[src/shared/psram_lp_defines.vh]
/*
 holds: register offsets, field positions, reset values and timing figures
        for the pseudo-static ram low-power mode controller.
 assumes: included by bare name; all times in ns or us, clock rate in MHz.
*/
`ifndef PSRAM_LP_DEFINES_VH
`define PSRAM_LP_DEFINES_VH

// ----------------------------------------------------------------
// avalon register offsets (byte addresses)
// ----------------------------------------------------------------
`define OFS_CTRL        4'h0
`define OFS_MODE        4'h4
`define OFS_STATUS      4'h8

// ----------------------------------------------------------------
// control register fields
// ----------------------------------------------------------------
`define CTRL_UPDATE     0
`define CTRL_SLEEP      1

// ----------------------------------------------------------------
// mode word fields, placed on the low address lines
// ----------------------------------------------------------------
`define MODE_REGION_LSB 0
`define MODE_REGION_MSB 2
`define MODE_SIZE       3
`define MODE_SLEEPSEL   4
`define MODE_TEMP_LSB   5
`define MODE_TEMP_MSB   6
`define MODE_PAGE       7
`define MODE_W          8
`define MODE_RESET      8'h10

// ----------------------------------------------------------------
// region codes
// ----------------------------------------------------------------
`define REGION_RSVD_A   3'h5
`define REGION_RSVD_B   3'h1

// ----------------------------------------------------------------
// timing figures
// ----------------------------------------------------------------
`define CLK_MHZ         50
`define CLK_PERIOD_NS   20
`define T_DESEL_NS      5
`define T_SLEEP_WE_MIN  10
`define T_SLEEP_WE_MAX  500
`define T_WRCYC_NS      85
`define T_WPULSE_NS     40
`define T_SLEEP_MIN_US  10
`define T_RECOVER_US    150

`endif

[src/psram_low_power_mode_control.v]
/*
 holds: host-side controller that writes the pseudo-static ram mode register
        and drives partial refresh / deep sleep through the sleep pin.
 assumes: one 50 MHz clock; software on avalon-mm; device pins are plain
          outputs here, the board drives the device from them.
          reads answer after one wait state, writes take none.
*/
// What this block does
// - region change needs mode register rewrite
// - no access outside reduced region; rewrite restores
// - deselect 5ns before sleep; write 10-500ns after
// - write cycle speed grade; pulse at least 40ns
// - sleep low 10us minimum; 150us recovery
`timescale 1ns/1ps
`include "psram_lp_defines.vh"

module psram_low_power_mode_control #(
    parameter SLEEP_MIN_CYC = (`T_SLEEP_MIN_US * `CLK_MHZ),
    parameter RECOVER_CYC   = (`T_RECOVER_US * `CLK_MHZ)
) (
    input  wire        clk_sys,
    input  wire        arst_n,
    input  wire [3:0]  avs_address,
    input  wire        avs_read,
    input  wire        avs_write,
    input  wire [31:0] avs_writedata,
    output reg  [31:0] avs_readdata,
    output wire        avs_waitrequest,
    output reg         chipEnable_n,
    output reg         writeEnable_n,
    output reg         sleepRequest_n,
    output reg  [7:0]  modeAddr,
    output wire        busy
);

// ----------------------------------------------------------------
// timing counts
// ----------------------------------------------------------------
// least times round up, the longest time rounds down
localparam DESEL_CYC = (`T_DESEL_NS + `CLK_PERIOD_NS - 1) / `CLK_PERIOD_NS;
localparam SWE_CYC   = (`T_SLEEP_WE_MIN + `CLK_PERIOD_NS - 1) / `CLK_PERIOD_NS;
localparam SWE_MAX   = `T_SLEEP_WE_MAX / `CLK_PERIOD_NS;
localparam WP_CYC0   = (`T_WRCYC_NS + `CLK_PERIOD_NS - 1) / `CLK_PERIOD_NS;
localparam WPM_CYC   = (`T_WPULSE_NS + `CLK_PERIOD_NS - 1) / `CLK_PERIOD_NS;
localparam WP_CYC    = (WP_CYC0 > WPM_CYC) ? WP_CYC0 : WPM_CYC;
// SWE_MAX stays for reference; the gap used sits near its lower end

// ----------------------------------------------------------------
// sequencer states
// ----------------------------------------------------------------
localparam S_IDLE  = 3'h0;
localparam S_DESEL = 3'h1;
localparam S_SWE   = 3'h2;
localparam S_WPUL  = 3'h3;
localparam S_SLEEP = 3'h4;
localparam S_REC   = 3'h5;

// ----------------------------------------------------------------
// registers and decode
// ----------------------------------------------------------------
reg  [2:0]  state_q;
reg  [15:0] cnt_q;
reg  [7:0]  mode_q;
reg         sleepReq_q;
reg         rsvdErr_q;
reg         updPend_q;
reg         rdValid_q;

wire        cntDone   = (cnt_q == 16'h0000);
wire [2:0]  regionWr  = avs_writedata[`MODE_REGION_MSB:`MODE_REGION_LSB];
wire        rsvdCode  = (regionWr == `REGION_RSVD_A) || (regionWr == `REGION_RSVD_B);
wire        modeWrite = avs_write && (avs_address == `OFS_MODE) && !busy;
wire        ctrlWrite = avs_write && (avs_address == `OFS_CTRL);
wire        rdAccept  = avs_read && !rdValid_q;
wire [4:0]  statusBits;

// status: bit0 pin low, bit1 deselect, bit2 sleeping, bit3 busy, bit4 refused
assign statusBits = {rsvdErr_q,
                     busy,
                     (state_q == S_SLEEP),
                     (state_q == S_DESEL),
                     ~sleepRequest_n};

// ----------------------------------------------------------------
// avalon slave: writes take no wait state, reads take one
// ----------------------------------------------------------------
// readdata comes from a flop, so a read is held off one cycle;
// the word then stands at the edge where waitrequest is seen low
assign avs_waitrequest = rdAccept;
assign busy            = (state_q != S_IDLE) && (state_q != S_SLEEP);

// ----------------------------------------------------------------
// control and mode registers
// ----------------------------------------------------------------
always @(posedge clk_sys or negedge arst_n) begin
    if (!arst_n) begin
        mode_q     <= `MODE_RESET;
        sleepReq_q <= 1'b0;
        updPend_q  <= 1'b0;
        rsvdErr_q  <= 1'b0;
    end else begin
        if (state_q == S_DESEL)
            updPend_q <= 1'b0;
        if (modeWrite) begin
            // reserved region codes are refused so the die never sees them
            if (rsvdCode)
                rsvdErr_q <= 1'b1;
            else begin
                mode_q    <= avs_writedata[`MODE_W-1:0];
                rsvdErr_q <= 1'b0;
            end
        end
        if (ctrlWrite) begin
            sleepReq_q <= avs_writedata[`CTRL_SLEEP];
            if (avs_writedata[`CTRL_UPDATE])
                updPend_q <= 1'b1;
        end
    end
end

// ----------------------------------------------------------------
// read path
// ----------------------------------------------------------------
// a read held past its answer simply starts a second one
always @(posedge clk_sys or negedge arst_n) begin
    if (!arst_n) begin
        rdValid_q    <= 1'b0;
        avs_readdata <= 32'h0000_0000;
    end else begin
        rdValid_q <= rdAccept;
        if (rdAccept) begin
            case (avs_address)
                `OFS_CTRL:   avs_readdata <= {30'h0000_0000, sleepReq_q, updPend_q};
                `OFS_MODE:   avs_readdata <= {24'h00_0000, mode_q};
                `OFS_STATUS: avs_readdata <= {27'h000_0000, statusBits};
                default:     avs_readdata <= 32'h0000_0000;
            endcase
        end
    end
end

// ----------------------------------------------------------------
// pin sequencer
// ----------------------------------------------------------------
// the device handles refresh scope itself from mode_q: partial refresh
// (sleepsel=1) or deep sleep (sleepsel=0) 10us after sleep falls
always @(posedge clk_sys or negedge arst_n) begin
    if (!arst_n) begin
        state_q        <= S_IDLE;
        cnt_q          <= 16'h0000;
        chipEnable_n   <= 1'b1;
        writeEnable_n  <= 1'b1;
        sleepRequest_n <= 1'b1;
        modeAddr       <= 8'h00;
    end else begin
        if (!cntDone)
            cnt_q <= cnt_q - 16'h0001;
        case (state_q)
            S_IDLE: begin
                // an update wins over a sleep request seen in the same cycle
                if (updPend_q) begin
                    chipEnable_n <= 1'b1;
                    cnt_q        <= DESEL_CYC[15:0];
                    state_q      <= S_DESEL;
                end else if (sleepReq_q) begin
                    chipEnable_n   <= 1'b1;
                    sleepRequest_n <= 1'b0;
                    cnt_q          <= SLEEP_MIN_CYC[15:0];
                    state_q        <= S_SLEEP;
                end
            end
            S_DESEL: if (cntDone) begin
                sleepRequest_n <= 1'b0;
                modeAddr       <= mode_q;
                cnt_q          <= SWE_CYC[15:0];
                state_q        <= S_SWE;
            end
            S_SWE: if (cntDone) begin
                // write falls SWE_CYC + 1 cycles after sleep, well under SWE_MAX
                chipEnable_n  <= 1'b0;
                writeEnable_n <= 1'b0;
                cnt_q         <= WP_CYC[15:0];
                state_q       <= S_WPUL;
            end
            S_WPUL: if (cntDone) begin
                writeEnable_n  <= 1'b1;
                chipEnable_n   <= 1'b1;
                sleepRequest_n <= 1'b1;
                cnt_q          <= RECOVER_CYC[15:0];
                state_q        <= S_REC;
            end
            S_SLEEP: if (cntDone && !sleepReq_q) begin
                // minimum low time held even if software lets go early
                sleepRequest_n <= 1'b1;
                cnt_q          <= RECOVER_CYC[15:0];
                state_q        <= S_REC;
            end
            // nothing new starts until the recovery count has run out
            S_REC: if (cntDone)
                state_q <= S_IDLE;
            default: state_q <= S_IDLE;
        endcase
    end
end

endmodule // psram_low_power_mode_control

[config.mk]
export PLATFORM = sky130hd
export DESIGN_NAME = psram_low_power_mode_control
export DESIGN_NICKNAME = d
export VERILOG_FILES = /design/src/psram_low_power_mode_control.v
export VERILOG_INCLUDE_DIRS = /design/src /design/src/shared
export SDC_FILE = /design/constraint.sdc
export NUM_CORES = 1
export LEC_CHECK = 0
export BUFFER_PORTS_ARGS = -buffer_cell sky130_fd_sc_hd__buf_2
export CAP_MARGIN = 20
export CORE_MARGIN = 2
export CORE_UTILIZATION = 50
export DETAILED_ROUTE_END_ITERATION = 16
export PLACE_DENSITY = 0.84
export SYNTH_ARGS = -nofsm -noshare
export SYNTH_HDL_FRONTEND = slang
export SYNTH_SLANG_ARGS = --single-unit
[constraint.sdc]
create_clock -name clk_sys -period 7.2 [get_ports clk_sys]
set_clock_uncertainty 0.15 [all_clocks]
set_input_delay 0.36 -clock clk_sys [delete_from_list [all_inputs] [get_ports clk_sys]]
set_output_delay 0.36 -clock clk_sys [all_outputs]
set_load 0.02 [all_outputs]
==> flow_metrics.tcl <==
set metrics [dict create \
    status "finished, violations left" \
    violations "hold timing" \
    path_clk_slew_ns 0.10 \
    synth_adder_area_share_pct 1.76 \
    synth_enable_flop_cells 0 \
    ir_worst_vdd_mv 0.146 \
    drc_errors 0 \
    synth_area_leader_cell "dfrtp_1" \
    fin_util_pct 55.6 \
    r2r_cells 7 \
    synth.area.top_cells "dfrtp_1, buf_4, mux2_2, o21ai_0, dfstp_2" \
    grt_pass1_wl_um 9780 \
    setup_ws_ns 3.92 \
    cellPowerDensity_nw_per_um2 165 \
    synth_simple_gate_area_share_pct 17.6 \
    first_iter_violations 105 \
    hpwl_um 4230 \
    io_buffers 36 \
    cts_tree "yes" \
    initial_core_util_pct 51.6 \
    slew_violations 0 \
    vias 2239 \
    rsz0062_at_grt "no" \
    cts_resized 0 \
    power.share.switching_pct 27.6 \
    worstMarginPinSlew_ns 0.669 \
    grt_start_max_net_pins 51 \
    synth_top_family_by_area "simple AND/OR/NAND/NOR gates" \
    final.setup.tns_ns 0 \
    share_comb_of_total_power_pct 7.4 \
    place_inst 393 \
    io-pin-count 85 \
    grt_pass1_vias 2053 \
    p_seq_share_pct 57.9 \
    path_max_fanout 13 \
    drv_cap 0 \
    cts_max_path_buffers 2 \
    vias_per_cell 5.58 \
    power_switching_mw 0.140 \
    fill_cells 495 \
    drt-pass1-iter-count 4 \
    clock_power_share_pct 34.7 \
    power_mw 0.507 \
    drive_gt1_share_pct 22.5 \
    final_area_um2 3060 \
    post-route-min-period_ns 3.28 \
    chipWidth_um 79.4 \
    setup.worst_path.class "flop to flop" \
    synth-async-reset-ratio_pct 100 \
    synth.yosys.seq_area_share_pct 44.2 \
    wl_per_cell_um 14.6 \
    synth.cell_area_um2 2840 \
    setup_viol 0 \
    hold_slack_ns -0.0171 \
    globalplace.congestion 0.892 \
    worstSetupStartpointType "flop" \
    placed_cell_area_um2 2970 \
    grt_overflow_total 0 \
    endpoint_kind "flop" \
    core_um2 5510 \
    ys_seq_elements 50 \
    cts_buffers 5 \
    grt.total_usage_pct 19.5 \
    syn2layout_area_growth_pct 7.84 \
    antenna_found_initial 0 \
    yosysWarnings 0 \
    synthCells 299 \
    cts_root_buf "clkbuf_8" \
    hold_path_class "input port to asynchronous set/reset pin" \
    finalNetCount 372 \
    n_antenna_cell 0 \
    post_cts_buffers 0 \
    finalHoldViolations 9 \
    fmax_mhz 305 \
    yosysUniqueCellTypes 54 \
    die_area_um2 6300 \
    synth-xor-area-share_pct 3.08 \
    synth_most_common_cell "dfrtp_1" \
    synth_common_cells "dfrtp_1, buf_4, nand2_1, nor2_1, o21ai_0" \
    fin_crit_sh_pct 45.5 \
    clock-sinks 50 \
    dp_slack_ns 4.04 \
    die_h_um 79.4 \
    syn_avg_cell_area_um2 9.50 \
    power_leakage_nw 1.36 \
    synth-compound-area-share_pct 16.0 \
    stdcell_count 401 \
    clk_latency_ns 0.31 \
    routed_wl_um 5860 \
    std_cell_rows 27 \
    detail-route-antenna-nets 0 \
    crit_arrival_ns 3.29 \
    internal_power_mw 0.367 \
    synthMuxAreaShare_pct 7.05 \
    required_ns 7.21 \
    synth_flop_cell "dfrtp_1" \
    netlist.area_leader.share_pct 40.5 \
    htreeDepth 2 \
    cts-hold-fix-buffers 0 \
    maxSlewHeadroom_pct 55.1 \
]
-- worst paths after layout --
path | from | endpoint | slack [ns]
max in group asynchronous | arst_n | avs_readdata[4] | 6.48
max | cnt_q[0] | cnt_q[5] | 3.92
min in group clk_sys | avs_writedata[2] | mode_q[2] | 0.12
min | arst_n | cnt_q[15] | -0.02
max reg2reg | cnt_q[0] | cnt_q[5] | 3.92
min reg2reg | avs_readdata[5] | avs_readdata[5] | 0.33
-- critical path: stages, from the launching register on --
cell and delay (ns):
dfrtp_1 0.42, inv_1 0.11, ha_1 0.14, or4b_4 0.48, nor4_4 0.59, nand2_1 0.47, o311ai_0 0.68, a21oi_1 0.08
-- layout make-up --
| cell class | count | area (µm²) | share of cell area (%) |
|---|---|---|---|
| clock buffers | 5 | 68.8 | 2.25 |
| flip-flops and latches | 50 | 1260 | 41.0 |
| repair buffers | 38 | 195 | 6.37 |
| multi-input cells | 222 | 1380 | 45.2 |
| well taps | 72 | 90.1 | 2.94 |
| clock inverters | 3 | 28.8 | 0.939 |
| inverters | 11 | 41.3 | 1.35 |
-- cells by family after synthesis --
family                     count (synthesis)
DFF                                       50
AOI/OAI and AO/OA                         72
xor gates and xnor gates                  10
and+or+nand+nor                           94
buffers and inverters                     50
muxes                                     18
other                                      1
adders and majority gates                  4
-- placed cells by master (no fill, tap or decap), drive strengths merged, types with 2 or more instances in the layout --
cell / count
a211oi: 2
a21oi: 18
a221oi: 2
a22oi: 5
a31oi: 4
a32oi: 2
and3: 2
buf: 38
clkbuf: 5
clkinv: 2
conb: 24
dfrtp: 46
dfstp: 4
ha: 4
inv: 12
mux2: 16
mux2i: 2
nand2: 26
nand2b: 3
nand3: 9
nand3b: 3
nor2: 24
nor2b: 5
nor3: 6
nor4: 3
nor4b: 2
o2111ai: 2
o21a: 2
o21ai: 23
o31ai: 2
or2: 2
or3: 2
or4: 2
or4b: 2
xnor2: 5
xor2: 5
-- layer usage --
layer	vias to the layer above	GRT usage, %	wire length, µm
li1	1068	-	-
met3	18	4.52	366
met1	1062	26.3	2480
met2	91	31.1	2890
met5	-	0	0
met4	0	6.90	125
-- sequential cells by signal (all words and copies together) (netlist names), 3 cells and up --
signal	cells
cnt_q	16
state_q	3
avs_readdata	8
mode_q	8
modeAddr	8
-- power by group through the flow --
| stage | clock [mW] | combinational, mW | sequential, mW |
|---|---|---|---|
| CTS | 0.181 | 0.0381 | 0.293 |
| detailed placement | 0 | 0.0379 | 0.298 |
| floorplan | 0 | 0.0380 | 0.292 |
| finish | 0.176 | 0.0377 | 0.293 |
| global route | 0.192 | 0.0425 | 0.294 |
| global placement | 0 | 0.0372 | 0.298 |
Note: power is estimated with default switching activity, not from simulation.
